$ cat src/ledpc_pkg.sv
/*
 * ledpc_pkg: shared constants and carriers for the led and pin
 * configuration block (pins 8, 9 and 10).
 * assumes: one 20 mhz clock domain; apb register access.
 */
package ledpc_pkg;

    // ======================================================
    // register map
    localparam logic [11:0] LPC_CFG_ADDR = 12'h024;
    localparam int LPC_ADDR_W = 12;
    localparam int LPC_DATA_W = 32;

    // ======================================================
    // field positions in led_and_pin_config
    localparam int LPC_LED_MAPPING_SELECT_BIT = 31;
    localparam int LPC_FN10_LSB = 24;
    localparam int LPC_FN9_LSB = 20;
    localparam int LPC_FN8_LSB = 16;
    localparam int LPC_BUF_LSB = 8;
    localparam int LPC_DIR_LSB = 4;
    localparam int LPC_DATA_LSB = 0;
    localparam int LPC_NPINS = 3;

    // ======================================================
    // reset values
    localparam logic [1:0] LPC_FN_RESET = 2'h0;
    localparam logic [2:0] LPC_BUF_RESET = 3'h0;
    localparam logic [2:0] LPC_DIR_RESET = 3'h0;
    localparam logic LPC_LED_MAPPING_SELECT_RESET = 1'b0;
    // cycles after reset before the wake edge detector is trusted
    localparam logic [1:0] LPC_WAKE_SETTLE = 2'h3;

    // ======================================================
    // pin function codes
    localparam logic [1:0] LPC_FN_GPIO = 2'h0;
    localparam logic [1:0] LPC_FN_LED = 2'h1;
    localparam logic [1:0] LPC_FN_MIRROR_A = 2'h2;
    localparam logic [1:0] LPC_FN_MIRROR_B = 2'h3;

    // ======================================================
    // carriers
    typedef struct packed {
        logic led_mapping_select;
        logic [1:0] pin10_function;
        logic [1:0] pin9_function;
        logic [1:0] pin8_function;
        logic [2:0] pin_buffer_type;
        logic [2:0] pin_direction;
        logic [2:0] pin_data;
    } ledpc_cfg_s;

    typedef struct packed {
        logic speed;
        logic link;
        logic activity;
    } ledpc_status_s;

    typedef struct packed {
        logic [3:0] rxd;
        logic crs;
        logic phy_reset_low_mirror;
    } ledpc_mii_s;

endpackage

$ cat src/ledpc_sync.sv
/*
 * ledpc_sync: two flip-flop synchroniser for pin levels.
 * assumes: inputs are asynchronous to mclk_in; only the second
 * stage may be read by other logic.
 */
`timescale 1ns/10ps

module ledpc_sync #(
    parameter int WIDTH = 3
) (
    input wire logic mclk_in,
    input wire logic rstn_in,
    input wire logic [WIDTH-1:0] d_in,
    output logic [WIDTH-1:0] q_out
);
    import ledpc_pkg::*;

    logic [WIDTH-1:0] meta_reg;
    logic [WIDTH-1:0] sync_reg;

    always_ff @(posedge mclk_in or negedge rstn_in)
    begin
        if (!rstn_in)
        begin
            meta_reg <= '0;
            sync_reg <= '0;
        end
        else
        begin
            meta_reg <= d_in;
            sync_reg <= meta_reg;
        end
    end

    assign q_out = sync_reg;

endmodule

$ cat src/ledpc_top.sv
/*
 * ledpc_top: configuration and pin drivers for pins 8, 9 and 10,
 * with led mapping and mii diagnostic mirrors, behind an apb slave.
 * assumes: led status, mii and reset pulses come from logic on
 * mclk_in; pin levels arrive asynchronously; pin bit 0 is pin 8.
 */
// Register access over APB is this design's own decision.
`timescale 1ns/10ps

// How it works
// - wake needs wake-enable and input direction
// - bit 31 picks led mapping
// - mapping 0 second led shows link without activity
// - mapping bit resets 0, eeprom loads it
// - usb/lite reset restores eeprom image value
// - pin 10 function field bits 25:24
// - pin 9 function field bits 21:20
// - pin 8 function field bits 17:16
// - led code drives mapped indicator
// - mirror code drives internal signal continuously
// - buffer bits: set push-pull, clear open-drain
// - direction bits: set output, clear input
// - data drives output, reads live pin
// - data field reads pins after reset
module ledpc_top (
    input wire logic mclk_in,
    input wire logic rstn_in,
    input wire logic psel_in,
    input wire logic penable_in,
    input wire logic pwrite_in,
    input wire logic [ledpc_pkg::LPC_ADDR_W-1:0] paddr_in,
    input wire logic [ledpc_pkg::LPC_DATA_W-1:0] pwdata_in,
    input wire logic [3:0] pstrb_in,
    output logic pready_out,
    output logic pslverr_out,
    output logic [ledpc_pkg::LPC_DATA_W-1:0] prdata_out,
    input wire logic [2:0] pin_in,
    output logic [2:0] pin_out,
    output logic [2:0] pin_oe_out,
    input wire ledpc_pkg::ledpc_status_s status_in,
    input wire ledpc_pkg::ledpc_mii_s mii_in,
    input wire logic [2:0] wake_enable_in,
    input wire logic eeprom_load_in,
    input wire logic eeprom_present_in,
    input wire logic eeprom_led_select_in,
    input wire logic usb_reset_in,
    input wire logic lite_reset_in,
    output logic wake_event_out
);
    import ledpc_pkg::*;

    // ======================================================
    // pin driver helper
    // returns {level, enable}; active-low leds and mirrors use
    // the same buffer decision so one function covers all pins
    function automatic logic [1:0] pin_drive(
        input logic [1:0] fn,
        input logic buf_pp,
        input logic dir_out,
        input logic data,
        input logic led_level,
        input logic mirror_a,
        input logic mirror_b
    );
        logic lvl;
        logic drv;
        lvl = data;
        drv = (fn != LPC_FN_GPIO) || dir_out;
        unique case (fn)
            LPC_FN_GPIO: lvl = data;
            LPC_FN_LED: lvl = led_level;
            LPC_FN_MIRROR_A: lvl = mirror_a;
            LPC_FN_MIRROR_B: lvl = mirror_b;
        endcase
        // open-drain only ever pulls low
        if (!drv)
            pin_drive = 2'h0;
        else if (buf_pp)
            pin_drive = {lvl, 1'b1};
        else
            pin_drive = {1'b0, ~lvl};
    endfunction

    // ======================================================
    // state
    ledpc_cfg_s cfg_reg;
    logic image_sel_reg;
    logic image_valid_reg;
    logic [2:0] pin_lvl;
    logic [2:0] pin_prev_reg;
    logic [1:0] settle_reg;
    logic [2:0] wake_hits;
    logic [1:0] drv10;
    logic [1:0] drv9;
    logic [1:0] drv8;
    logic led_pin9_level;
    logic led_pin8_level;
    logic access;
    logic hit;
    logic done;
    logic [LPC_DATA_W-1:0] rd_word;
    logic [LPC_DATA_W-1:0] wmask;

    ledpc_sync #(
        .WIDTH(3)
    ) u_pin_sync (
        .mclk_in(mclk_in),
        .rstn_in(rstn_in),
        .d_in(pin_in),
        .q_out(pin_lvl)
    );

    // ======================================================
    // apb slave: one wait state, then pready
    assign access = psel_in && penable_in;
    assign hit = (paddr_in == LPC_CFG_ADDR);
    assign done = access && pready_out;

    always_comb
    begin
        rd_word = '0;
        rd_word[LPC_LED_MAPPING_SELECT_BIT] = cfg_reg.led_mapping_select;
        rd_word[LPC_FN10_LSB +: 2] = cfg_reg.pin10_function;
        rd_word[LPC_FN9_LSB +: 2] = cfg_reg.pin9_function;
        rd_word[LPC_FN8_LSB +: 2] = cfg_reg.pin8_function;
        rd_word[LPC_BUF_LSB +: 3] = cfg_reg.pin_buffer_type;
        rd_word[LPC_DIR_LSB +: 3] = cfg_reg.pin_direction;
        rd_word[LPC_DATA_LSB +: 3] = pin_lvl;
    end

    assign wmask = {{8{pstrb_in[3]}}, {8{pstrb_in[2]}},
        {8{pstrb_in[1]}}, {8{pstrb_in[0]}}};

    always_ff @(posedge mclk_in or negedge rstn_in)
    begin
        if (!rstn_in)
        begin
            pready_out <= 1'b0;
            pslverr_out <= 1'b0;
            prdata_out <= '0;
        end
        else if (access && !pready_out)
        begin
            pready_out <= 1'b1;
            pslverr_out <= !hit;
            prdata_out <= (hit && !pwrite_in) ? rd_word : '0;
        end
        else
        begin
            pready_out <= 1'b0;
            pslverr_out <= 1'b0;
        end
    end

    // ======================================================
    // eeprom image of the mapping bit
    always_ff @(posedge mclk_in or negedge rstn_in)
    begin
        if (!rstn_in)
        begin
            image_sel_reg <= LPC_LED_MAPPING_SELECT_RESET;
            image_valid_reg <= 1'b0;
        end
        else if (eeprom_load_in)
        begin
            image_sel_reg <= eeprom_led_select_in;
            image_valid_reg <= eeprom_present_in;
        end
    end

    // ======================================================
    // configuration register
    // a usb or lite reset outranks a software write in the same
    // cycle, so the mapping never leaves a reset half-restored
    always_ff @(posedge mclk_in or negedge rstn_in)
    begin
        if (!rstn_in)
        begin
            cfg_reg <= '{LPC_LED_MAPPING_SELECT_RESET, LPC_FN_RESET, LPC_FN_RESET,
                LPC_FN_RESET, LPC_BUF_RESET, LPC_DIR_RESET,
                3'h0};
        end
        else
        begin
            if (done && hit && pwrite_in)
            begin
                if (wmask[LPC_LED_MAPPING_SELECT_BIT])
                    cfg_reg.led_mapping_select <=
                        pwdata_in[LPC_LED_MAPPING_SELECT_BIT];
                if (wmask[LPC_FN10_LSB])
                    cfg_reg.pin10_function <=
                        pwdata_in[LPC_FN10_LSB +: 2];
                if (wmask[LPC_FN9_LSB])
                    cfg_reg.pin9_function <=
                        pwdata_in[LPC_FN9_LSB +: 2];
                if (wmask[LPC_FN8_LSB])
                    cfg_reg.pin8_function <=
                        pwdata_in[LPC_FN8_LSB +: 2];
                if (wmask[LPC_BUF_LSB])
                    cfg_reg.pin_buffer_type <=
                        pwdata_in[LPC_BUF_LSB +: 3];
                if (wmask[LPC_DIR_LSB])
                    cfg_reg.pin_direction <=
                        pwdata_in[LPC_DIR_LSB +: 3];
                if (wmask[LPC_DATA_LSB])
                    cfg_reg.pin_data <=
                        pwdata_in[LPC_DATA_LSB +: 3];
            end
            if (usb_reset_in || lite_reset_in)
                cfg_reg.led_mapping_select <=
                    image_valid_reg && image_sel_reg;
            else if (eeprom_load_in)
                cfg_reg.led_mapping_select <=
                    eeprom_present_in && eeprom_led_select_in;
        end
    end

    // ======================================================
    // led mapping; leds are active low on the pin
    always_comb
    begin
        // full duplex is left to software via gpio mode
        led_pin8_level = ~status_in.activity;
        led_pin9_level = ~status_in.link;
        if (!cfg_reg.led_mapping_select)
            led_pin9_level = ~(status_in.link
                && !status_in.activity);
    end

    assign drv10 = pin_drive(cfg_reg.pin10_function,
        cfg_reg.pin_buffer_type[2], cfg_reg.pin_direction[2],
        cfg_reg.pin_data[2], ~status_in.speed,
        mii_in.rxd[0], mii_in.rxd[3]);
    assign drv9 = pin_drive(cfg_reg.pin9_function,
        cfg_reg.pin_buffer_type[1], cfg_reg.pin_direction[1],
        cfg_reg.pin_data[1], led_pin9_level,
        mii_in.rxd[1], mii_in.phy_reset_low_mirror);
    assign drv8 = pin_drive(cfg_reg.pin8_function,
        cfg_reg.pin_buffer_type[0], cfg_reg.pin_direction[0],
        cfg_reg.pin_data[0], led_pin8_level,
        mii_in.rxd[2], mii_in.crs);

    always_ff @(posedge mclk_in or negedge rstn_in)
    begin
        if (!rstn_in)
        begin
            pin_out <= 3'h0;
            pin_oe_out <= 3'h0;
        end
        else
        begin
            pin_out <= {drv10[1], drv9[1], drv8[1]};
            pin_oe_out <= {drv10[0], drv9[0], drv8[0]};
        end
    end

    // ======================================================
    // wake: any level change on an enabled gpio input
    // hold off until the synchroniser and pin_prev_reg carry real levels
    assign wake_hits = {cfg_reg.pin10_function == LPC_FN_GPIO,
        cfg_reg.pin9_function == LPC_FN_GPIO,
        cfg_reg.pin8_function == LPC_FN_GPIO}
        & ~cfg_reg.pin_direction & wake_enable_in
        & (pin_lvl ^ pin_prev_reg)
        & {3{settle_reg == LPC_WAKE_SETTLE}};

    always_ff @(posedge mclk_in or negedge rstn_in)
    begin
        if (!rstn_in)
        begin
            pin_prev_reg <= 3'h0;
            settle_reg <= 2'h0;
            wake_event_out <= 1'b0;
        end
        else
        begin
            pin_prev_reg <= pin_lvl;
            if (settle_reg != LPC_WAKE_SETTLE)
                settle_reg <= settle_reg + 2'h1;
            wake_event_out <= |wake_hits;
        end
    end
endmodule

$ cat config.mk
export PLATFORM = sky130hd
export DESIGN_NAME = ledpc_top
export DESIGN_NICKNAME = d
export VERILOG_FILES = /design/src/ledpc_pkg.sv /design/src/ledpc_sync.sv /design/src/ledpc_top.sv
export SDC_FILE = /design/constraint.sdc
export NUM_CORES = 1
export LEC_CHECK = 0
export BUFFER_PORTS_ARGS = -buffer_cell sky130_fd_sc_hd__buf_2
export CAP_MARGIN = 30
export CORE_MARGIN = 1.5
export CORE_UTILIZATION = 45
export DETAILED_ROUTE_END_ITERATION = 6
export PLACE_DENSITY = 0.87
export SLEW_MARGIN = 10
export SYNTH_ARGS = -nofsm -noshare
export SYNTH_HDL_FRONTEND = slang
export SYNTH_SLANG_ARGS = --single-unit
export TNS_END_PERCENT = 20
$ cat constraint.sdc
create_clock -name mclk_in -period 2.8 [get_ports mclk_in]
set_clock_uncertainty 0.15 [all_clocks]
set_input_delay 0.84 -clock mclk_in [delete_from_list [all_inputs] [get_ports mclk_in]]
set_output_delay 0.84 -clock mclk_in [all_outputs]
set_load 0.02 [all_outputs]
# Word level (Yosys, flattened, before mapping)
# Index checks and enable logic that the tools add are counted.
dict set report word_totals {
  wordCells 99
  output_inout_bits 41
  inputBits 73
  ff_bits 70
}
dict set report classes {
  n_reduce_logical 31
  n_eq_ne 12
  addsub 1
  bitwise_logic 13
  n_mux 23
}
# cell n
set op_table {}
lappend op_table {{2-to-1 mux 32 bit} 1}
lappend op_table {{2-to-1 mux 2 bit} 9}
lappend op_table {{2-to-1 mux 16 bit} 1}
lappend op_table {{== test 2 bit (second input constant)} 7}
lappend op_table {{bitwise AND 3 bit} 4}
lappend op_table {{== test 12 x 6 -> 1 bit (second input constant)} 1}
lappend op_table {{case mux 1 bit (4 select lines)} 3}
lappend op_table {{AND reduction 2 bit} 5}
lappend op_table {{logical AND 1 bit} 9}
lappend op_table {{2-to-1 mux 3 bit} 3}
lappend op_table {{NOT 1 bit} 7}
lappend op_table {{== test 2 x 1 -> 1 bit (second input constant)} 3}
lappend op_table {{zero test 2 bit} 3}
lappend op_table {{2-to-1 mux 1 bit} 6}
lappend op_table {{nonzero test 2 bit} 3}
lappend op_table {{nonzero test 3 bit} 2}
lappend op_table {{zero test 1 bit} 4}
lappend op_table {{logical OR 1 bit} 4}
lappend op_table {{NOT 3 bit} 1}
lappend op_table {{OR reduction 3 bit} 1}
lappend op_table {{XOR 3 bit} 1}
lappend op_table {{adder 2 x 1 -> 2 bit (second input constant)} 1}
lappend op_table {{!= test 2 bit (second input constant)} 1}

# Longest topological paths before layout
# Gate-level depths: netlist of run 1.
dict set report depth {
  ltp_word 8
  depth_mapped 5
  mapped_depth_nobuf 4
}

# By module
# Synthesis of run 1 repeated with hierarchy kept, for this count alone.
dict set report hier_totals {
  cells_unflattened 167
  hier_area_um2 2293.4
}
# module area_each_um2 seq_area_each_um2 n_inst cells_each
set by_module_without_submodules {}
lappend by_module_without_submodules {ledpc_top 2143.3 1201.2 1 161}
lappend by_module_without_submodules {ledpc_sync 150.1 150.1 1 6}

# Worst setup path before layout of run 1
# OpenSTA, ideal clock, no wires.
dict set report synth_timing {
  path_kind {input -> register}
  startpoint {in paddr_in[9] in the netlist's numbering}
  endpoint {reg cfg_reg[0] in the netlist's numbering}
  n_path_buf 1
  t_arrival_ns 2.272
  slack_ns 0.254
  required_time_ns 2.525
  stages 5
  setup_time_ns 0.125
  cell_sequence {or4_4 -> nor3_4 -> and3_2 -> buf_2 -> mux2_2}
}
dict set report synth_between {
  elab_chain_cells 4
}
# item line
set synth_lines {}
lappend synth_lines {{start: declaration} ledpc_top.sv:31} ;# input wire logic [ledpc_pkg::LPC_ADDR_W-1:0] paddr_in,
lappend synth_lines {{== test 12 x 6 -> 1 bit} ledpc_top.sv:116} ;# assign hit = (paddr_in == LPC_CFG_ADDR);
lappend synth_lines {{logical AND 1 bit (2 in a row)} ledpc_top.sv:185} ;# if (done && hit && pwrite_in)
lappend synth_lines {{AND reduction 2 bit (no line)} --}
lappend synth_lines {{end signal: assignment} ledpc_top.sv:179} ;# cfg_reg <= '{LPC_LED_MAPPING_SELECT_RESET, LPC_FN_RESET, LPC_FN_RESET,
lappend synth_lines {{end: declaration} ledpc_top.sv:86} ;# ledpc_cfg_s cfg_reg;
# Every way passes these cells.
# A chain may end at the register's enable or synchronous reset.

# Final worst setup path of run 1
dict set report layout_timing {
  startpoint {in paddr_in[9] in the netlist's numbering}
  endpoint {reg cfg_reg[9] in the netlist's numbering}
}
# The elaborated chain is that of the path after synthesis.

==> results of run 1 <==
worst max-delay path, cell delays in order:
cell and delay (ns):
buf_2 0.10, or4_4 0.57, nor4_4 0.40, nand2_1 0.19
mux2_2 0.33
final timing paths:
path / slack, ns / startpoint / cells past startpoint / end
max: 0.39 / paddr_in[9] / 5 / cfg_reg[9]
min: 0.20 / u_pin_sync.meta_reg[2] / 0 / u_pin_sync.q_out[2]
max reg2reg: 1.12 / pready_out / 4 / prdata_out[1]
min reg2reg: 0.20 / u_pin_sync.meta_reg[2] / 0 / u_pin_sync.q_out[2]
max in group asynchronous: 1.56 / rstn_in / 2 / pin_out[2]
min in group asynchronous: 0.50 / rstn_in / 2 / prdata_out[17]
cell usage after synthesis (all sizes together), types with 2 or more instances:
master  count
nand2       6
buf        18
inv         7
nor3        5
nor4        2
a22o       16
mux4        2
nor3b       4
a21oi       3
nand3       3
dfrtp      54
mux2       19
xor2        3
or4b        2
nor2        6
power by group:
part | internal (mW) | switching (mW) | total, mW
Sequential | 0.794 | 0.00943 | 0.804
Clock | 0.191 | 0.224 | 0.416
Combinational | 0.0483 | 0.0713 | 0.120
Total | 1.03 | 0.305 | 1.34
cells in the final DEF, fill, tap and decap left out, drive strengths merged:
cell	netlist	routed
buf	18	84
a311oi	1	1
a21oi	3	3
nor4	2	2
or4b	2	2
dfrtp	54	54
a311o	1	1
clkbuf	1	6
nand3b	1	1
nand2b	1	1
and2	1	1
o21ai	1	1
nor3b	4	4
ha	1	1
nand3	3	3
nor3	5	5
nor4b	1	1
a31oi	1	1
xor2	3	3
xnor2	1	1
mux4	2	2
a2bb2oi	1	1
mux2	19	19
nor2	6	6
mux2i	1	1
nand2	6	6
and3	1	1
inv	7	7
conb	1	16
or4	1	1
a22o	16	16
nand4	1	1
per-layer routing:
metal | wire [um] | share of wire [%] | global-route usage (%)
met3 | 278 | 6.1 | 4.07
met4 | 102 | 2.2 | 7.27
met2 | 2280 | 50 | 31.3
met1 | 1910 | 42 | 21.0
met5 | 0 | 0 | 0
layout make-up:
| cell class | instances | share of cell area, % |
|---|---|---|
| Clock buffer | 6 | 2.95 |
| Timing Repair Buffer | 84 | 15.3 |
| Tap cell | 67 | 2.99 |
| Sequential cell | 54 | 48.2 |
| Multi-Input combinational cell | 102 | 29.7 |
| Inverter | 7 | 0.937 |
kinds of logic after synthesis:
| group | after synthesis |
|---|---|
| buf+inv | 26 |
| other cells | 1 |
| xor+xnor | 4 |
| fa+ha+maj | 1 |
| compound gates | 24 |
| mux | 22 |
| flops | 54 |
| simple gates | 35 |
through the flow:
step	worst slack (ns)	area (um2)	instances	hold slack (ns)	utilization [%]
after floorplan	0.254	2350	182	0.181	-
after global placement	0.122	2720	314	0.182	56.5
after detailed placement	0.0802	2720	314	0.186	56.5
after CTS	0.397	2800	320	0.207	58.2
after global routing	0.345	2800	320	0.221	58.2
final	0.392	2800	320	0.203	58.2
==> impl_metrics.tcl, run 1 <==
set metrics [dict create \
    row_count 25 \
    finalHoldViolations 0 \
    synth_top_area_share_pct 58.9 \
    worst-slew-pin-transition_ns 0.655 \
    setup_tns_ns 0 \
    crit_path_end_kind "register" \
    place_congestion 0.778 \
    grt_usage_pct 17.8 \
    synth_adder_area_share_pct 0.546 \
    grt_overflow 0 \
    vias 1599 \
    hp-class "reg -> reg" \
    ios 114 \
    yosysUniqueCellTypes 38 \
    clkLatencyLatePin_ns 0.29 \
    synth.mux.area_fraction_pct 11.7 \
    synth-compound-area-share_pct 8.95 \
    netlist_area_mm2 0.00229 \
    crit_required_ns 2.83 \
    yosysWarnings 0 \
    start_util_pct 47.6 \
    fin_nets 328 \
    grt_pass1_wl_mm 7.18 \
    clk_pin_slew_ns 0.08 \
    cts_sinks 54 \
    async_reset_ff_share_pct 100 \
    antenna_cells 0 \
    worstPathMaxFanout 4 \
    post_cts_resized 0 \
    status "complete, no violations" \
    numCtsBuffers 5 \
    synth_top_family_by_area "multiplexers" \
    rsz0062_at_grt "no" \
    slew_headroom_pct 56.4 \
    critPathLaunchType "input port" \
    drive_gt1_share_pct 50.6 \
    place.port_buffers 81 \
    cts_tree "yes" \
    drt_iter0_drc 65 \
    max_cap_violations 0 \
    yosys-top-cells-area "dfrtp_1 59%, mux2_2 9.3%, buf_4 5.2%, a22o_2 3.9%, a22o_1 2.7%" \
    power_density_mw_per_mm2 478 \
    die_height_um 74.4 \
    multi_input_area_um2 832 \
    die_area_mm2 0.00553 \
    grt_max_degree 55 \
    ys_seq_area_share_pct 58.9 \
    antenna_found_initial 0 \
    synth-main-ff-cell "dfrtp_1" \
    clockBufferDepth 2 \
    synthCells 167 \
    setup_viol 0 \
    critPathKind "in -> reg" \
    final-seq-area_mm2 0.00135 \
    ir_drop_mv 0.257 \
    ant_nets 0 \
    h-tree-depth 2 \
    synth_top_area_cell "dfrtp_1" \
    drc 0 \
    arrival_ns 2.44 \
    die_x_um 74.4 \
    p_total_mw 1.34 \
    fmax_mhz 415 \
    root_buffer "clkbuf_8" \
    wl_per_cell_um 14.3 \
    finalCriticalPeriod_ns 2.41 \
    period_share_pct 86.0 \
    final-max-slew-violation-count 0 \
    synth_edf_count 0 \
    vias_per_cell 5.00 \
    post_cts_buffers 0 \
    syn_to_final_growth_pct 22.3 \
    n_fill_cell 423 \
    synth-xor-area-share_pct 1.53 \
    power.leakage_nw 1.52 \
    syn_avg_cell_area_um2 13.7 \
    synth-simple-area-share_pct 10.9 \
    coreArea_mm2 0.00482 \
    ctsHoldBuffers 0 \
    wl_mm 4.57 \
    dp_hpwl_mm 3.51 \
    grt_pass1_vias 1574 \
    dr.pass1.iters 4 \
    ys_ff_latch 54 \
]
(Power assumes the default switching activity.)
==> inputs of run 2 (changes only) <==
--- a/config.mk
+++ b/config.mk
@@ -5,12 +5,14 @@
 export SDC_FILE = /design/constraint.sdc
 export NUM_CORES = 1
 export LEC_CHECK = 0
+export ABC_AREA = 1
 export BUFFER_PORTS_ARGS = -buffer_cell sky130_fd_sc_hd__buf_2
 export CAP_MARGIN = 30
 export CORE_MARGIN = 1.5
 export CORE_UTILIZATION = 45
 export DETAILED_ROUTE_END_ITERATION = 6
-export PLACE_DENSITY = 0.87
+export PLACE_DENSITY = 0.85
+export RECOVER_POWER = 25
 export SLEW_MARGIN = 10
 export SYNTH_ARGS = -nofsm -noshare
 export SYNTH_HDL_FRONTEND = slang
==> impl_metrics.tcl, run 2 <==
set metrics [dict create \
    synthCells 268 \
    slew_headroom_pct 3.81 \
    finalHoldViolations 0 \
    setup_viol 0 \
    ir_drop_mv 0.188 \
    drive_gt1_share_pct 33.0 \
    arrival_ns 1.28 \
    clk_pin_slew_ns 0.09 \
    worstPathMaxFanout 20 \
    final_util_pct 57.6 \
    clkLatencyLatePin_ns 0.30 \
    synth-main-ff-cell "dfrtp_1" \
    cts_tree "yes" \
    path_depth 1 \
    final-max-slew-violation-count 0 \
    synth_common_cells "54 x dfrtp_1, 54 x nand2_1, 37 x o21ai_0" \
    ctsHoldBuffers 0 \
    start_util_pct 47.8 \
    drt_iter0_drc 100 \
    antenna_cells 0 \
    die_height_um 77.3 \
    synth_top_area_share_pct 54.4 \
    yosysUniqueCellTypes 30 \
    grt_pass1_vias 1948 \
    crit_start "pready_out" \
    numCtsBuffers 5 \
    wl_mm 5.17 \
    layout_commonest_cell "buf_2" \
    yosys-top-cells-area "dfrtp_1 54%, nand2_1 8.2%, o21ai_0 7.4%, o21ai_2 5.6%, buf_4 5.1%" \
    clockBufferDepth 2 \
    synth_edf_count 0 \
    setup.worst_path.end "pready_out" \
    dp_hpwl_mm 3.96 \
    ant_nets 0 \
    crit_path_cell_trace "buf_2" \
    fmax_mhz 440 \
    wl_per_cell_um 12.3 \
    row_count 26 \
    r2r-end "cfg_reg[13]" \
    vias 1994 \
    grt_max_degree 29 \
    crit_required_ns 1.81 \
    power.leakage_nw 1.59 \
    grt_usage_pct 18.6 \
    setup_tns_ns 0 \
    critPathLaunchType "register" \
    ios 114 \
    netlist_area_mm2 0.00249 \
    critPathBufInv 1 \
    slowest_stage "dfrtp_1" \
    die_x_um 77.3 \
    vias_per_cell 4.74 \
    post_cts_buffers 0 \
    async_reset_ff_share_pct 100 \
    final_cell_mix "79 x buf_2, 54 x nand2_1, 54 x dfrtp_1, 37 x o21ai_0, 29 x inv_1" \
    coreArea_mm2 0.00520 \
    ys_ff_latch 54 \
    period_share_pct 81.2 \
    r2r_cells 6 \
    ys_seq_area_share_pct 54.4 \
    rsz0062_at_grt "no" \
    r2r_start "pready_out" \
    grt_pass1_wl_mm 8.68 \
    crit_path_end_kind "output port" \
    die_area_mm2 0.00598 \
    drc 0 \
    yosysWarnings 0 \
    grt_overflow 0 \
    syn_avg_cell_area_um2 9.28 \
    cpPeakStageDelay_ns 0.71 \
    fin_nets 424 \
    power_density_mw_per_mm2 478 \
    dr.pass1.iters 4 \
    critPathTopFamily "flip-flops" \
    regToRegSetupSlack_ns 0.96 \
    place.port_buffers 81 \
    h-tree-depth 2 \
    syn_to_final_growth_pct 20.7 \
    hp-class "reg -> reg" \
    root_buffer "clkbuf_8" \
    max_cap_violations 0 \
    antenna_found_initial 0 \
    critPathKind "reg -> out" \
    place_congestion 0.819 \
    cts_sinks 54 \
    post_cts_resized 0 \
    hp-start "u_pin_sync.meta_reg[1]" \
    worst-slew-pin-transition_ns 1.44 \
    synth_top_area_cell "dfrtp_1" \
    status "complete, no violations" \
    finalCriticalPeriod_ns 2.27 \
]
## run 2: cell types whose count changed in the layout (fill, tap and decap cells not counted), moves of 7 or more
cell     before  now
mux2_2       19    1
a22o_2        9    0
o21ai_2       0   16
nand2_1       6   54
a22o_1        7    0
nor2_1        6   18
o21ai_0       1   37
inv_1         7   29
## run 2: cell families (layout without fill, tap and decap cells)
family                     count (synthesis)  count (layout)  synth area share [%]
and+or+nand+nor                           97              97                  18.0
AOI/OAI and AO/OA                         61              61                  14.9
DFF                                       54              54                  54.4
buffers and inverters                     51             119                  10.9
xor gates and xnor gates                   2               2                 0.705
adders and majority gates                  1               1                 0.503
other                                      1              16                 0.151
muxes                                      1               1                 0.453
## run 2: worst reg2reg max path: stages (launching register included)
cell,delay [ns]
dfrtp_1,0.71
nand2_1,0.18
nor2_4,0.23
nand4_1,0.22
inv_1,0.14
nand2_1,0.05
o21ai_0,0.07
## run 2: area by class of cell
cell class	count	area, um2
sequential	54	1350
multi-input combinational	178	920
inverter	29	109
clock buffer	6	72.6
tap	70	87.6
fill	499	2200
timing repair buffer	82	423
clock inverter	2	37.5
## run 2: how the worst min path moves through the flow
stage	depth (start not counted)	to	slack [ns]
finish	0	u_pin_sync.q_out[1]	0.20
global route	0	u_pin_sync.q_out[1]	0.21
CTS	0	u_pin_sync.q_out[1]	0.21
detailed placement	0	u_pin_sync.q_out[1]	0.19
global placement	0	u_pin_sync.q_out[0]	0.18
floorplan	0	u_pin_sync.q_out[0]	0.18
## run 2: through the flow
step                cell area, um2  total power [mW]  setup slack, ns  hold WS [ns]  instances
finish                        3000              1.43            0.526         0.204        421
floorplan                     2540             0.892            0.894         0.181        283
global route                  3000              1.49            0.433         0.212        421
global placement              2890             0.942            0.610         0.182        413
detailed placement            2890             0.945            0.586         0.186        413
CTS                           3000              1.44            0.523         0.208        421
## run 2: where the power goes
part           switching, mW  internal (mW)
clock                  0.239          0.267
sequential            0.0110          0.794
combinational         0.0785         0.0448
total                  0.328           1.11
## run 2: routing by layer
layer	global-route usage [%]	vias up	wire, um	share of wire (%)
met1	22.6	905	2210	43
met4	7.64	0	105	2.0
met2	32.5	81	2540	49
met5	0	-	0	0
li1	-	998	-	-
met3	3.29	10	316	6.1
